### config.mk
export PLATFORM = sky130hd
export DESIGN_NAME = asc_serial_ctrl
export DESIGN_NICKNAME = d
export VERILOG_FILES = /design/src/asc_serial_ctrl.v /design/src/asc_tx_shifter.v
export VERILOG_INCLUDE_DIRS = /design/src
export SDC_FILE = /design/constraint.sdc
export NUM_CORES = 1
export LEC_CHECK = 0
export ABC_CLOCK_PERIOD_IN_PS = 2950
export BUFFER_PORTS_ARGS = -buffer_cell sky130_fd_sc_hd__buf_2
export CAP_MARGIN = 15
export CORE_MARGIN = 4
export CORE_UTILIZATION = 50
export DETAILED_ROUTE_END_ITERATION = 10
export PLACE_DENSITY = 0.71
export SYNTH_ARGS = -nofsm -noshare
export SYNTH_HDL_FRONTEND = slang
export SYNTH_SLANG_ARGS = --single-unit
export TNS_END_PERCENT = 20
### constraint.sdc
create_clock -name ref_clk_i -period 2.95 [get_ports ref_clk_i]
set_input_delay 0.59 -clock ref_clk_i [delete_from_list [all_inputs] [get_ports ref_clk_i]]
set_output_delay 0.59 -clock ref_clk_i [all_outputs]
set_load 0.02 [all_outputs]
### src/asc_defines.vh
// Constants for the asynchronous serial control and status block.
// Assumes inclusion by bare name from every design file that needs them.
`ifndef ASC_DEFINES_VH
`define ASC_DEFINES_VH

// ==========================================================
// Register offsets on the plain register port.
`define ASC_OFS_CTL1 3'h0
`define ASC_OFS_CTL2 3'h1
`define ASC_OFS_CTL3 3'h2
`define ASC_OFS_STAT 3'h3
`define ASC_OFS_DATA 3'h4

// ==========================================================
// Control register one bit positions.
`define ASC_C1_MODULE_ON 0
`define ASC_C1_CHAR9 1
`define ASC_C1_WAKE_ADDR 2

// ==========================================================
// Control register two bit positions.
`define ASC_C2_TE_IE 7
`define ASC_C2_TC_IE 6
`define ASC_C2_RF_IE 5
`define ASC_C2_IL_IE 4
`define ASC_C2_TX_ON 3
`define ASC_C2_RX_ON 2
`define ASC_C2_STANDBY 1
`define ASC_C2_BREAK 0

// ==========================================================
// Control register three bit positions.
`define ASC_C3_RX8 7
`define ASC_C3_TX8 6
`define ASC_C3_OR_IE 3
`define ASC_C3_NF_IE 2
`define ASC_C3_FE_IE 1
`define ASC_C3_PE_IE 0

// ==========================================================
// Frame lengths in bit times and shifter widths.
`define ASC_LEN_8 4'h0a
`define ASC_LEN_9 4'h0b
`define ASC_LEN_ONE 4'h1
`define ASC_FRAME_W 11
`define ASC_ZERO8 8'h00
`define ASC_ONES11 11'h7ff
`define ASC_ZERO11 11'h000
`define ASC_BIT_CYCLES 16

`endif

### src/asc_serial_ctrl.v
// Control, ninth-bit and status-flag logic of an asynchronous serial interface.
// Assumes a CPU on the plain register port and a remote node on the serial pins.
`timescale 1ns/1ns
`include "asc_defines.vh"

// Contract
// [RULE_01] Receive-full interrupts only when its enable set.
// [RULE_02] Idle interrupts only when idle enable set.
// [RULE_03] Enabling transmitter sends a preamble of ones.
// [RULE_04] Disabling transmitter finishes current character first.
// [RULE_05] Off-then-on during character queues idle character.
// [RULE_06] Enable writes ignored while module is off.
// [RULE_07] Receiver disable leaves receive flags unchanged.
// [RULE_08] Standby mutes receive interrupts until wake condition.
// [RULE_09] Break control sends breaks, then one bit.
// [RULE_10] Early break toggle replaces the preamble.
// [RULE_11] Received ninth bit captured with data buffer.
// [RULE_12] Transmit ninth bit loaded with data.
// [RULE_13] Error flags interrupt only through own enables.
// [RULE_14] Transmit-empty sets on load, clears status-then-write.
// [RULE_15] Transmit-empty interrupts when its enable set.
// [RULE_16] Transmit-done sets when nothing sent or queued.
// [RULE_17] Receive-full sets on transfer, clears status-then-read.
// [RULE_18] Idle flag sets after ten or eleven ones.
// [RULE_19] Idle needs a received character before setting.
// [RULE_20] Overrun discards new character, keeps buffer.
// [RULE_21] Overrun clears only if seen at status read.
// [RULE_22] Noise flag sets on noise, clears status-then-read.
// [RULE_23] Module off forces transmit flags set, mutes interrupts; only tx_irq_o is muted here.
// [RULE_24] Enabled receive errors merge into one request.
module asc_serial_ctrl #(
	parameter BIT_CYCLES = `ASC_BIT_CYCLES
) (
	input wire ref_clk_i, // Module clock, 100 MHz.
	input wire rst_n_i, // Asynchronous reset, active low.
	input wire [2:0] addr_i, // Register address.
	input wire [7:0] wdata_i, // Write data.
	input wire wr_i, // Write strobe, one cycle.
	input wire rd_i, // Read strobe, one cycle.
	output reg [7:0] rdata_o, // Read data, valid the cycle after rd_i.
	input wire rxd_i, // Serial receive pin.
	output wire txd_o, // Serial transmit pin, idle high.
	output wire tx_irq_o, // Transmitter interrupt request.
	output wire rx_irq_o, // Receiver interrupt request.
	output wire err_irq_o // Receive error interrupt request.
);

	// ==========================================================
	// Frame length in bits for the current character size.
	function [3:0] frame_len;
		input char9;
		begin
			frame_len = char9 ? `ASC_LEN_9 : `ASC_LEN_8;
		end
	endfunction

	// ==========================================================
	// Software-visible control state.
	reg module_on_q, char9_q, wake_addr_q; // Control register one.
	reg tx_empty_irq_en_q, tx_done_irq_en_q, rx_full_irq_en_q, idle_irq_en_q;
	reg tx_on_q, rx_on_q, rx_standby_q, send_break_ctl_q;
	reg tx_ninth_bit_q, overrun_irq_en_q, noise_irq_en_q, framing_irq_en_q, parity_irq_en_q;
	reg rx_ninth_bit_q; // Not reset: holds whatever the last character left.
	reg [7:0] tx_buf_q; // Transmit half of the data buffer, not reset.
	reg [7:0] rx_buf_q; // Receive half of the data buffer, not reset.

	// Status flags.
	reg tx_empty_flag_q, tx_done_flag_q, rx_full_flag_q, idle_flag_q;
	reg overrun_flag_q, noise_flag_q, framing_flag_q;
	wire parity_flag = 1'b0; // No parity checker here, so this flag never sets.

	// Snapshots taken at a status read for the two-step clears.
	reg snap_te_q, snap_rf_q, snap_il_q, snap_or_q, snap_nf_q, snap_fe_q;

	// Decoded accesses.
	wire wr_c1 = wr_i && (addr_i == `ASC_OFS_CTL1);
	wire wr_c2 = wr_i && (addr_i == `ASC_OFS_CTL2);
	wire wr_c3 = wr_i && (addr_i == `ASC_OFS_CTL3);
	wire wr_dat = wr_i && (addr_i == `ASC_OFS_DATA);
	wire rd_st = rd_i && (addr_i == `ASC_OFS_STAT);
	wire rd_dat = rd_i && (addr_i == `ASC_OFS_DATA);

	// ==========================================================
	// Bit-time divider, shared by both directions; halted while the module is off.
	reg [15:0] div_q;
	wire tick = module_on_q && (div_q == (BIT_CYCLES - 1));
	always @(posedge ref_clk_i or negedge rst_n_i) begin
		if (!rst_n_i)
			div_q <= 16'h0000;
		else if (!module_on_q || tick)
			div_q <= 16'h0000;
		else
			div_q <= div_q + 16'h0001;
	end

	// ==========================================================
	// Control registers. Enables for the shifters only move while the module is on.
	always @(posedge ref_clk_i or negedge rst_n_i) begin
		if (!rst_n_i) begin
			module_on_q <= 1'b0;
			char9_q <= 1'b0;
			wake_addr_q <= 1'b0;
			tx_empty_irq_en_q <= 1'b0;
			tx_done_irq_en_q <= 1'b0;
			rx_full_irq_en_q <= 1'b0; // RULE_01
			idle_irq_en_q <= 1'b0; // RULE_02
			tx_on_q <= 1'b0; // RULE_04
			rx_on_q <= 1'b0; // RULE_07
			send_break_ctl_q <= 1'b0;
			tx_ninth_bit_q <= 1'b0; // RULE_12
			overrun_irq_en_q <= 1'b0; // RULE_13
			noise_irq_en_q <= 1'b0;
			framing_irq_en_q <= 1'b0;
			parity_irq_en_q <= 1'b0;
		end else begin
			if (wr_c1) begin
				module_on_q <= wdata_i[`ASC_C1_MODULE_ON];
				char9_q <= wdata_i[`ASC_C1_CHAR9];
				wake_addr_q <= wdata_i[`ASC_C1_WAKE_ADDR];
			end
			if (wr_c2) begin
				tx_empty_irq_en_q <= wdata_i[`ASC_C2_TE_IE];
				tx_done_irq_en_q <= wdata_i[`ASC_C2_TC_IE];
				rx_full_irq_en_q <= wdata_i[`ASC_C2_RF_IE];
				idle_irq_en_q <= wdata_i[`ASC_C2_IL_IE];
				send_break_ctl_q <= wdata_i[`ASC_C2_BREAK];
				if (module_on_q) begin
					// Enable writes are dropped while the module is off.
					tx_on_q <= wdata_i[`ASC_C2_TX_ON]; // RULE_06
					rx_on_q <= wdata_i[`ASC_C2_RX_ON]; // RULE_06
				end
			end
			if (wr_c3) begin
				tx_ninth_bit_q <= wdata_i[`ASC_C3_TX8];
				overrun_irq_en_q <= wdata_i[`ASC_C3_OR_IE];
				noise_irq_en_q <= wdata_i[`ASC_C3_NF_IE];
				framing_irq_en_q <= wdata_i[`ASC_C3_FE_IE];
				parity_irq_en_q <= wdata_i[`ASC_C3_PE_IE];
			end
		end
	end

	// ==========================================================
	// Transmit data buffer has no reset, as the buffer keeps its contents.
	always @(posedge ref_clk_i) begin
		if (wr_dat)
			tx_buf_q <= wdata_i;
	end

	// ==========================================================
	// Transmit sequencing: decides which frame the shifter sends next.
	reg tx_on_d1_q, brk_d1_q; // Previous values for edge detection.
	reg pre_req_q; // Preamble or idle character waiting.
	reg brk_pend_q; // Break toggled on and not yet served by a break frame.
	reg brk_tail_q; // Break just sent; a single one bit is owed.
	wire tx_busy;
	wire can_start = tick && !tx_busy && module_on_q;
	wire brk_now = send_break_ctl_q || brk_pend_q;
	wire data_ready = tx_on_q && !tx_empty_flag_q;
	reg load;
	reg [`ASC_FRAME_W-1:0] load_bits;
	reg [3:0] load_len;
	reg start_data, start_brk, start_pre, start_tail;

	// Frame choice: break first, then the owed one bit, preamble, and data last.
	always @* begin
		start_brk = 1'b0;
		start_tail = 1'b0;
		start_pre = 1'b0;
		start_data = 1'b0;
		load_bits = `ASC_ONES11;
		load_len = frame_len(char9_q);
		if (can_start && tx_on_q) begin
			if (brk_now) begin
				// An early break also takes the preamble's place.
				start_brk = 1'b1; // RULE_09 RULE_10
				load_bits = `ASC_ZERO11;
			end else if (brk_tail_q) begin
				start_tail = 1'b1; // RULE_09
				load_len = `ASC_LEN_ONE;
			end else if (pre_req_q) begin
				start_pre = 1'b1; // RULE_03 RULE_05
			end else if (data_ready) begin
				start_data = 1'b1;
				// Start, eight data bits, ninth bit when selected, then stop.
				if (char9_q)
					load_bits = {1'b1, tx_ninth_bit_q, tx_buf_q, 1'b0}; // RULE_12
				else
					load_bits = {2'b11, tx_buf_q, 1'b0};
			end
		end
		load = start_brk || start_tail || start_pre || start_data;
	end

	// Request bookkeeping. Nothing new starts once the transmitter is off,
	// but the shifter completes the frame it holds unless the module is turned off.
	always @(posedge ref_clk_i or negedge rst_n_i) begin
		if (!rst_n_i) begin
			tx_on_d1_q <= 1'b0;
			brk_d1_q <= 1'b0;
			pre_req_q <= 1'b0;
			brk_pend_q <= 1'b0;
			brk_tail_q <= 1'b0;
		end else begin
			tx_on_d1_q <= tx_on_q;
			brk_d1_q <= send_break_ctl_q;
			if (tx_on_q && !tx_on_d1_q)
				pre_req_q <= 1'b1; // RULE_03 RULE_05
			else if (start_pre || start_brk || !tx_on_q)
				pre_req_q <= 1'b0; // RULE_04
			// A toggle served by a break starting now must not queue a second one.
			if (send_break_ctl_q && !brk_d1_q && !start_brk)
				brk_pend_q <= 1'b1;
			else if (start_brk || !tx_on_q)
				brk_pend_q <= 1'b0;
			if (start_brk)
				brk_tail_q <= !send_break_ctl_q;
			else if (start_tail || !tx_on_q)
				brk_tail_q <= 1'b0;
			else if (brk_d1_q && !send_break_ctl_q && tx_busy)
				brk_tail_q <= 1'b1; // RULE_09
		end
	end

	asc_tx_shifter #(
		.W(`ASC_FRAME_W)
	) u_tx (
		.ref_clk_i(ref_clk_i),
		.rst_n_i(rst_n_i),
		.tick_i(tick),
		.load_i(load),
		.bits_i(load_bits),
		.len_i(load_len),
		.busy_o(tx_busy),
		.txd_o(txd_o)
	);

	// ==========================================================
	// Transmit flags. Turning the module off forces both flags set.
	wire tx_queued = tx_on_q && (pre_req_q || brk_now || brk_tail_q || !tx_empty_flag_q);
	always @(posedge ref_clk_i or negedge rst_n_i) begin
		if (!rst_n_i) begin
			tx_empty_flag_q <= 1'b1; // RULE_14
			tx_done_flag_q <= 1'b1; // RULE_16
			snap_te_q <= 1'b0;
		end else if (!module_on_q) begin
			tx_empty_flag_q <= 1'b1; // RULE_23
			tx_done_flag_q <= 1'b1; // RULE_23
			snap_te_q <= 1'b0;
		end else begin
			if (rd_st)
				snap_te_q <= tx_empty_flag_q;
			else if (wr_dat)
				snap_te_q <= 1'b0;
			if (start_data)
				tx_empty_flag_q <= 1'b1; // RULE_14
			else if (wr_dat && snap_te_q)
				tx_empty_flag_q <= 1'b0; // RULE_14
			// Done only when idle with nothing queued; clears as soon as work waits.
			tx_done_flag_q <= tx_empty_flag_q && !tx_busy && !load && !tx_queued; // RULE_16
		end
	end

	// ==========================================================
	// Receive pin synchroniser; only the second stage feeds logic.
	reg rxd_s1_q, rxd_s2_q;
	always @(posedge ref_clk_i or negedge rst_n_i) begin
		if (!rst_n_i) begin
			rxd_s1_q <= 1'b1;
			rxd_s2_q <= 1'b1;
		end else begin
			rxd_s1_q <= rxd_i;
			rxd_s2_q <= rxd_s1_q;
		end
	end

	// ==========================================================
	// Receiver. Three samples around mid-bit give a majority vote and a noise hint.
	localparam RX_IDLE = 1'b0;
	localparam RX_BITS = 1'b1;
	localparam integer MID = BIT_CYCLES / 2;
	wire rx_run = module_on_q && rx_on_q;
	reg rx_st_q;
	reg [15:0] rcnt_q;
	reg [3:0] rbit_q; // Bits of the frame taken so far, start bit included.
	reg [9:0] rsh_q; // Data, ninth bit and stop bit, filled MSB first.
	reg [2:0] smp_q;
	reg rnoise_q;
	reg [3:0] ones_q; // Whole bit times of high line seen while idle.
	reg rx_on_d1_q, idle_arm_q;
	wire vote = (smp_q[0] & smp_q[1]) | (smp_q[1] & smp_q[2]) | (smp_q[0] & smp_q[2]);
	wire bit_end = (rx_st_q == RX_BITS) && (rcnt_q == MID + 16'h0001);
	wire frame_end = bit_end && (rbit_q == frame_len(char9_q) - 4'h1);
	wire [8:0] rdata = char9_q ? rsh_q[9:1] : {1'b0, rsh_q[9:2]};
	wire stop_ok = vote;
	wire addr_mark = char9_q ? rdata[8] : rdata[7];
	wire accept = frame_end && !(rx_standby_q && !(wake_addr_q && addr_mark));
	wire load_buf = accept && !rx_full_flag_q;
	wire idle_hit = (rx_st_q == RX_IDLE) && tick && rxd_s2_q && (ones_q == frame_len(char9_q) - 4'h1);

	// Receive shifting and line idle counting.
	always @(posedge ref_clk_i or negedge rst_n_i) begin
		if (!rst_n_i) begin
			rx_st_q <= RX_IDLE;
			rcnt_q <= 16'h0000;
			rbit_q <= 4'h0;
			rsh_q <= 10'h000;
			smp_q <= 3'h7;
			rnoise_q <= 1'b0;
			ones_q <= 4'h0;
		end else if (!rx_run) begin
			rx_st_q <= RX_IDLE; // RULE_07
			ones_q <= 4'h0;
		end else begin
			case (rx_st_q)
				RX_IDLE: begin
					if (!rxd_s2_q) begin
						rx_st_q <= RX_BITS;
						rcnt_q <= 16'h0000;
						rbit_q <= 4'h0;
						rnoise_q <= 1'b0;
						ones_q <= 4'h0;
					end else if (tick && ones_q != 4'hf) begin
						ones_q <= ones_q + 4'h1; // RULE_18
					end
				end
				RX_BITS: begin
					rcnt_q <= (rcnt_q == BIT_CYCLES - 1) ? 16'h0000 : rcnt_q + 16'h0001;
					// All three votes must land before the decision at MID+1.
					if (rcnt_q >= MID - 16'h0002 && rcnt_q <= MID)
						smp_q <= {smp_q[1:0], rxd_s2_q};
					if (rcnt_q == MID + 16'h0001) begin
						if (smp_q[0] != smp_q[1] || smp_q[1] != smp_q[2])
							rnoise_q <= 1'b1;
						if (rbit_q == 4'h0 && vote)
							rx_st_q <= RX_IDLE; // False start bit.
						else if (frame_end)
							rx_st_q <= RX_IDLE;
						if (rbit_q != 4'h0)
							rsh_q <= {vote, rsh_q[9:1]};
						rbit_q <= rbit_q + 4'h1;
					end
				end
				default: rx_st_q <= RX_IDLE;
			endcase
		end
	end

	// Receive data buffer and ninth bit carry no reset.
	always @(posedge ref_clk_i) begin
		if (load_buf) begin
			rx_buf_q <= rdata[7:0]; // RULE_20
			rx_ninth_bit_q <= char9_q ? rdata[8] : rdata[7]; // RULE_11
		end
	end

	// ==========================================================
	// Receive flags and standby. For the flags, a setting event wins over a same-cycle clear.
	wire clr = rd_dat;
	always @(posedge ref_clk_i or negedge rst_n_i) begin
		if (!rst_n_i) begin
			rx_full_flag_q <= 1'b0; // RULE_17
			idle_flag_q <= 1'b0; // RULE_18
			overrun_flag_q <= 1'b0; // RULE_20
			noise_flag_q <= 1'b0; // RULE_22
			framing_flag_q <= 1'b0;
			rx_standby_q <= 1'b0; // RULE_08
			snap_rf_q <= 1'b0;
			snap_il_q <= 1'b0;
			snap_or_q <= 1'b0;
			snap_nf_q <= 1'b0;
			snap_fe_q <= 1'b0;
			rx_on_d1_q <= 1'b0;
			idle_arm_q <= 1'b0;
		end else begin
			rx_on_d1_q <= rx_run;
			if (rd_st) begin
				snap_rf_q <= rx_full_flag_q;
				snap_il_q <= idle_flag_q;
				snap_or_q <= overrun_flag_q; // RULE_21
				snap_nf_q <= noise_flag_q;
				snap_fe_q <= framing_flag_q;
			end else if (clr) begin
				{snap_rf_q, snap_il_q, snap_or_q, snap_nf_q, snap_fe_q} <= 5'h00;
			end
			if (load_buf)
				rx_full_flag_q <= 1'b1; // RULE_17
			else if (clr && snap_rf_q)
				rx_full_flag_q <= 1'b0; // RULE_17
			if (accept && rx_full_flag_q)
				overrun_flag_q <= 1'b1; // RULE_20
			else if (clr && snap_or_q)
				overrun_flag_q <= 1'b0; // RULE_21
			if (load_buf && rnoise_q)
				noise_flag_q <= 1'b1; // RULE_22
			else if (clr && snap_nf_q)
				noise_flag_q <= 1'b0; // RULE_22
			if (load_buf && !stop_ok)
				framing_flag_q <= 1'b1;
			else if (clr && snap_fe_q)
				framing_flag_q <= 1'b0;
			// Idle may only set once a character has arrived since enable or since the idle flag last set.
			if (rx_run && !rx_on_d1_q)
				idle_arm_q <= 1'b0; // RULE_19
			else if (load_buf)
				idle_arm_q <= 1'b1; // RULE_19
			else if (idle_hit && !rx_standby_q)
				idle_arm_q <= 1'b0; // RULE_19
			if (idle_hit && idle_arm_q && !rx_standby_q)
				idle_flag_q <= 1'b1; // RULE_18
			else if (clr && snap_il_q)
				idle_flag_q <= 1'b0; // RULE_18
			// Wake condition ends standby ahead of a software write.
			if ((wake_addr_q && frame_end && addr_mark) || (!wake_addr_q && idle_hit))
				rx_standby_q <= 1'b0; // RULE_08
			else if (wr_c2)
				rx_standby_q <= wdata_i[`ASC_C2_STANDBY];
		end
	end

	// ==========================================================
	// Interrupt requests, levels straight from flags and enables.
	assign tx_irq_o = module_on_q && ((tx_empty_flag_q && tx_empty_irq_en_q) ||
		(tx_done_flag_q && tx_done_irq_en_q)); // RULE_15 RULE_16 RULE_23
	assign rx_irq_o = !rx_standby_q && ((rx_full_flag_q && rx_full_irq_en_q) ||
		(idle_flag_q && idle_irq_en_q)); // RULE_01 RULE_02 RULE_08
	assign err_irq_o = (overrun_flag_q && overrun_irq_en_q) ||
		(noise_flag_q && noise_irq_en_q) || (framing_flag_q && framing_irq_en_q) ||
		(parity_flag && parity_irq_en_q); // RULE_13 RULE_24

	// ==========================================================
	// Read data, registered one cycle after the strobe; unmapped reads give zero.
	always @(posedge ref_clk_i or negedge rst_n_i) begin
		if (!rst_n_i) begin
			rdata_o <= `ASC_ZERO8;
		end else if (rd_i) begin
			case (addr_i)
				`ASC_OFS_CTL1: rdata_o <= {5'h00, wake_addr_q, char9_q, module_on_q};
				`ASC_OFS_CTL2: rdata_o <= {tx_empty_irq_en_q, tx_done_irq_en_q,
					rx_full_irq_en_q, idle_irq_en_q, tx_on_q, rx_on_q, rx_standby_q,
					send_break_ctl_q};
				`ASC_OFS_CTL3: rdata_o <= {rx_ninth_bit_q, tx_ninth_bit_q, 2'b00,
					overrun_irq_en_q, noise_irq_en_q, framing_irq_en_q, parity_irq_en_q};
				`ASC_OFS_STAT: rdata_o <= {tx_empty_flag_q, tx_done_flag_q, rx_full_flag_q,
					idle_flag_q, overrun_flag_q, noise_flag_q, framing_flag_q, parity_flag};
				`ASC_OFS_DATA: rdata_o <= rx_buf_q;
				default: rdata_o <= `ASC_ZERO8;
			endcase
		end else begin
			rdata_o <= `ASC_ZERO8;
		end
	end

endmodule

### src/asc_tx_shifter.v
// Transmit shift register that sends one frame of up to eleven bits, LSB first.
// Assumes a one-cycle bit tick from the parent and a load only while not busy.
`timescale 1ns/1ns
`include "asc_defines.vh"

module asc_tx_shifter #(
	parameter W = `ASC_FRAME_W
) (
	input wire ref_clk_i, // Module clock.
	input wire rst_n_i, // Asynchronous reset, active low.
	input wire tick_i, // One pulse per bit time.
	input wire load_i, // Load a new frame; honoured only while idle.
	input wire [W-1:0] bits_i, // Frame bits, first bit in bit 0.
	input wire [3:0] len_i, // Number of bits in the frame.
	output wire busy_o, // A frame is being shifted out.
	output reg txd_o // Serial output, idle high.
);

	// ==========================================================
	// Shifter state.
	reg [W-1:0] sh_q; // Bits still to be sent.
	reg [3:0] left_q; // Bits remaining in the frame.

	// The last bit stays busy up to its closing tick, so done never rises mid stop bit.
	assign busy_o = (left_q > 4'h1) || (left_q == 4'h1 && !tick_i);

	// ==========================================================
	// The line changes only on a tick so every bit lasts one full bit time.
	always @(posedge ref_clk_i or negedge rst_n_i) begin
		if (!rst_n_i) begin
			sh_q <= `ASC_ONES11;
			left_q <= 4'h0;
			txd_o <= 1'b1;
		end else if (tick_i) begin
			if (left_q > 4'h1) begin
				// Shift the next bit out.
				txd_o <= sh_q[0];
				sh_q <= {1'b1, sh_q[W-1:1]};
				left_q <= left_q - 4'h1;
			end else if (load_i) begin
				// First bit goes out on the same tick as the load.
				txd_o <= bits_i[0];
				sh_q <= {1'b1, bits_i[W-1:1]};
				left_q <= len_i;
			end else begin
				// Nothing queued: the line rests high.
				txd_o <= 1'b1;
				left_q <= 4'h0;
			end
		end
	end

endmodule

# Word-level counts from Yosys, hierarchy flattened
# Index checks and enable logic that the tools add are counted.
[op_classes]
n_eq_ne = 20
muxes = 90
n_reduce_logical = 119
bitwise_logic = 6
order_cmp = 3
add_sub_neg = 6
[ops]
columns = ["cell", "n"]
rows = [
  ["2-to-1 mux 1 bit", 61],
  ["logical AND 1 bit", 59],
  ["== test 16 x 4 -> 1 bit, second input constant", 3],
  ["2-to-1 mux 16 bit", 3],
  ["2-to-1 mux 11 bit", 4],
  ["2-to-1 mux 4 bit", 11],
  ["2-to-1 mux 10 bit", 4],
  ["one-hot mux 8 bit (5 select lines)", 1],
  ["adder 16 x 1 -> 16 bit, second input constant", 2],
  ["one-hot mux 16 bit (2 select lines)", 1],
  ["nonzero test 2 bit", 10],
  ["logical OR 1 bit", 19],
  ["zero test 1 bit", 18],
  [">= comparator 16 x 3 -> 1 bit, second input constant", 1],
  ["less-or-equal comparator 16 x 4 -> 1 bit, second input constant", 1],
  ["2-to-1 mux 9 bit", 1],
  ["adder 4 x 1 -> 4 bit, second input constant", 2],
  ["== test 4 bit", 2],
  ["2-to-1 mux 8 bit", 1],
  ["one-hot mux 4 bit (2 select lines)", 1],
  ["AND reduction 2 bit", 4],
  ["AND reduction 4 bit", 2],
  ["subtractor 4 x 1 -> 4 bit, second input constant", 2],
  ["== test 3 x 2 -> 1 bit, second input constant", 2],
  ["19 further kinds", 29],
]
[word_totals]
output_inout_bits = 12
inputBits = 16
register_bits = 134

# Logic depth before layout (Yosys ltp)
[logic_depth]
ltp_word = 17
ltp_mapped = 9
mapped_depth_nobuf = 6

# Hierarchy
# From an unflattened synthesis, not the netlist that was laid out.
[hier_totals]
cells_unflattened = 631
hier_area_um2 = 6794.0
[modules_own_cells]
columns = ["mod", "seq_area_each_um2", "instances", "cells_each", "area_per_inst_um2"]
rows = [
  ["asc_serial_ctrl", 3021.6, 1, 521, 5753.0],
  ["asc_tx_shifter", 389.1, 1, 110, 1041.0],
]

# Worst setup path before layout
# No wires, ideal clock.
[synth_path]
path_kind = "register to register"
from = "register rcnt_q[10]"
to = "register rx_buf_q[0] (enable)"
arrival_time_ns = 1.822
slack_ns = 0.799
path_stages_with_launch = 5
setup_ns = 0.329
required_ns = 2.621
cell_sequence = "dfrtp_1 > or4_4 > nor4_4 > nand3b_2 > inv_1"
[synth_between]
elab_chain_cells = 5
[synth_lines]
columns = ["item", "line", "source"]
rows = [
  ["start, declared", "asc_serial_ctrl.v:284", "reg [15:0] rcnt_q;"],
  ["start signal, assigned", "asc_serial_ctrl.v:328", "rcnt_q <= (rcnt_q == BIT_CYCLES - 1) ? 16'h0000 : rcnt_q + 16'h0001;"],
  ["== test 16 x 4 -> 1 bit", "asc_serial_ctrl.v:292", "wire bit_end = (rx_st_q == RX_BITS) && (rcnt_q == MID + 16'h0001);"],
  ["logical AND 1 bit", "asc_serial_ctrl.v:292", ""],
  ["logical AND 1 bit", "asc_serial_ctrl.v:293", "wire frame_end = bit_end && (rbit_q == frame_len(char9_q) - 4'h1);"],
  ["logical AND 1 bit", "asc_serial_ctrl.v:297", "wire accept = frame_end && !(rx_standby_q && !(wake_addr_q && addr_mark));"],
  ["logical AND 1 bit", "asc_serial_ctrl.v:298", "wire load_buf = accept && !rx_full_flag_q;"],
  ["named net load_buf", "asc_serial_ctrl.v:298", ""],
  ["end signal, assigned", "asc_serial_ctrl.v:352", "rx_buf_q <= rdata[7:0];"],
  ["end, declared", "asc_serial_ctrl.v:65", "reg [7:0] rx_buf_q;"],
]
# The timed path passes the listed nets, and every way through them passes these cells.
# A chain may end at the register's enable or synchronous reset.

# Worst setup path after layout
[layout_path]
from = "register rcnt_q[5]"
to = "register rx_buf_q[6] (enable)"
# Same word-level chain as after synthesis.

==> run_results.csv <==
group,metric,value,unit
power,power.leakage,3.12,nW
die,core_area,0.0132,mm²
grt,antenna_found_initial,0,
clock_tree,cts_root_buffer,"clkbuf_16",
layout,post-route-util,57.5,%
synthesis,ys_types,73,
power,power_switching,1.27,mW
grt,first_global_vias,5024,
synthesis,synthCells,637,
sta,fmax,422,MHz
placed_design,dpl.hpwl,10100,µm
synthesis,syn_nets,664,
sta,tightestPinTransition,855,ps
power,seqPwrFrac,45.2,%
power,powerDensity,618,mW/mm²
power,sw_frac_of_total,27.1,%
critical_path,cp.depth,4,
sta,fin_crit,2370,ps
critical_path,cp_slowest_cell,"or4_4",
die,chipWidth,124,µm
power,fin_total_pwr,4.68,mW
clock_tree,numClockSinks,132,
sta,slew-limit-headroom,43.0,%
power,irDropWorstVdd,0.000575,V
clock_tree,cts_tree,"yes",
route,final_antenna_net_count,0,
sta,rsz0062_at_grt,"false",
route,vias,5187,
clock_tree,hold_buffers,0,
clock_tree,clkSlewWorstSetupHoldPaths,60,ps
placed_design,port_buffers,27,
outcome,outcome,"finished, final reports clean",
critical_path,r2r_slack,580,ps
layout,fill_cells,1119,
synthesis,synth-seq-cells,132,
critical_path,critPathBufInv,1,
clock_tree,cts_made_buffers,17,
critical_path,cpPeakStageDelay,640,ps
route,drtPass1Iterations,6,
critical_path,r2r_start,"rcnt_q[5]",
sta,finalClockSkew,7.51,ps
synthesis,syn_area,0.00669,mm²
synthesis,synth_top_area_share,36.3,%
route,totalWireLength,14800,µm
sta,setup_viol,0,
critical_path,worst_setup_path_end_kind,"flop",
synthesis,ys.flop_type,"dfrtp_1",
clock_tree,cts.repair.resized,0,
clock_tree,post_cts_buffers,0,
synthesis,async_flop_share,87.1,%
critical_path,crit_type,"reg -> reg",
critical_path,reg2reg_to,"rx_buf_q[6]",
placed_design,gp_congestion,0.869,
clock_tree,htree_levels,4,
sta,min_period_over_period,80.4,%
synthesis,post_synth.cell_area_avg,10.5,µm²
die,rows,42,
critical_path,r2r_cells,4,
layout,area_growth_syn_to_layout,13.4,%
sta,hold_violations,0,
synthesis,ys_seq_area_share,51.0,%
die,die_area,0.0153,mm²
synthesis,synth_common_cells,"dfrtp_1 (97), nor2_1 (50), nand2_1 (45), mux2_2 (38), o21ai_0 (27)",
run,max_cap_viol_count,0,
layout,drive_gt1_share,21.2,%
layout,nNetsFinal,687,
grt,grt_max_degree,50,
layout,antenna_cells,0,
grt,grt_pass1_wl,25200,µm
die,initial_utilization,50.7,%
critical_path,crit_start,"rcnt_q[5]",
power,power.internal,3.42,mW
grt,grtUsageTotal,20.9,%
synthesis,synth-edff-count,17,
sta,maxSlewViolCount,0,
clock_tree,clkLatencyLatePin,420,ps
grt,overflow,0,
power,clock_power_share,43.9,%
critical_path,start_kind,"flop",
synthesis,synth_area_leader_cell,"dfrtp_1",
route,routedWlPerCell,17.4,µm
route,drc,0,
clock_tree,cts_buffer_depth,2,
critical_path,crit_required,3030,ps
die,io_pins,28,
synthesis,synth.most_common_cell,"dfrtp_1",
die,fp.dieH,124,µm
synthesis,synth.area.top_cells,"dfrtp_1 (36%), edfxtp_1 (7.6%), dfstp_2 (7.1%)",
critical_path,crit_family,"simple AND/OR/NAND/NOR gates",
critical_path,cp_cell_sequence,"or4_4 > nor4_4 > nand3b_2 > inv_1",
critical_path,crit_fanout,9,
synthesis,yosys_warnings,0,
route,drtIter0Drc,437,
critical_path,cp-endpoint,"rx_buf_q[6]",
sta,final.setup.tns,0,ps
critical_path,critPathArrivalTime,2450,ps
route,via_per_inst,6.11,
power,combPwrFrac,10.9,%
worst_hold_path,hold_path_class,"in -> async",
cells by family after synthesis:
| logic type | count (synthesis) | synth area share, % |
|---|---|---|
| mux | 43 | 7.31 |
| buf+inv | 58 | 3.50 |
| fa+ha+maj | 11 | 2.06 |
| compound gates | 142 | 14.3 |
| flops | 132 | 51.0 |
| simple gates | 236 | 19.9 |
| xor+xnor | 15 | 1.96 |
worst min path at each step:
| stage | from | endpoint | slack [ps] |
|---|---|---|---|
| 5_1_grt | rst_n_i | div_q[4] | 230 |
| 6_report | rst_n_i | div_q[4] | 190 |
| 2_1_floorplan | rst_n_i | brk_d1_q | 290 |
| 3_3_place_gp | rxd_s1_q | rxd_s2_q | 350 |
| 3_5_place_dp | rxd_s1_q | rxd_s2_q | 350 |
| 4_1_cts | rst_n_i | div_q[4] | 210 |
final cells by class:
| cell class | instances | area, µm² | area share, % |
|---|---|---|---|
| Timing Repair Buffer | 38 | 233 | 3.07 |
| Multi-Input combinational cell | 447 | 3050 | 40.2 |
| Clock inverter | 15 | 159 | 2.10 |
| Inverter | 24 | 90.1 | 1.19 |
| Tap cell | 176 | 220 | 2.90 |
| Clock buffer | 17 | 425 | 5.61 |
| Sequential cell | 132 | 3410 | 45.0 |
placed cells by master (no fill, tap or decap), types with 4 or more instances in the layout:
| master | count |
|---|---|
| or4_1 | 4 |
| edfxtp_1 | 17 |
| and3_1 | 5 |
| nand4_1 | 9 |
| nor4_1 | 18 |
| o21a_1 | 7 |
| clkinvlp_4 | 6 |
| a22oi_1 | 13 |
| xnor2_1 | 14 |
| o31ai_1 | 12 |
| o21ai_0 | 27 |
| buf_4 | 11 |
| nand2_1 | 45 |
| nand3b_1 | 5 |
| o22ai_1 | 9 |
| dfrtp_1 | 97 |
| clkbuf_16 | 17 |
| ha_1 | 11 |
| inv_1 | 24 |
| nand3_1 | 24 |
| a211oi_1 | 9 |
| nor2b_1 | 6 |
| a21oi_1 | 22 |
| mux2_2 | 38 |
| nor3b_1 | 5 |
| nor3_1 | 19 |
| nor2_1 | 50 |
| o311ai_0 | 4 |
| nand2b_1 | 7 |
| o211ai_1 | 4 |
| and2_1 | 9 |
| and4_1 | 4 |
| dfstp_2 | 18 |
| buf_2 | 26 |
| nor4b_1 | 4 |
| a31oi_1 | 6 |
stage by stage:
stage / area, µm² / cells / setup slack [ps] / hold slack (ps)
finish: 7580 / 849 / 579 / 187
global route: 7580 / 849 / 413 / 232
CTS: 7580 / 849 / 564 / 209
detailed placement: 7000 / 817 / 573 / 349
global placement: 7000 / 817 / 661 / 350
floorplan: 6690 / 637 / 799 / 294
routing by layer:
layer  GRT usage (%)  wire length (µm)
met1            28.2              6510
met2            32.8              7250
met3            4.59               738
met4            8.44               299
met5               0                 0
power by group through the flow:
stage | Sequential [mW] | Clock [mW] | Combinational, mW
floorplan | 2.09 | 0 | 0.353
global placement | 2.14 | 0 | 0.496
detailed placement | 2.14 | 0 | 0.511
CTS | 2.11 | 2.10 | 0.516
global route | 2.14 | 2.19 | 0.576
finish | 2.12 | 2.06 | 0.511
worst register-to-register path: stages (launching register included):
cell and delay (ps):
dfrtp_1 450, or4_4 640, nor4_4 440, nand3b_2 190
inv_1 320
flip-flops by register name, indices dropped and copies added, names as in the netlist, 3 cells and up:
register	cells
div_q	16
rcnt_q	16
u_tx.sh_q	10
rsh_q	9
rdata_o	8
rx_buf_q	8
tx_buf_q	8
ones_q	4
rbit_q	4
u_tx.left_q	4
smp_q	3
No activity file was read; power rests on OpenSTA's default activity.
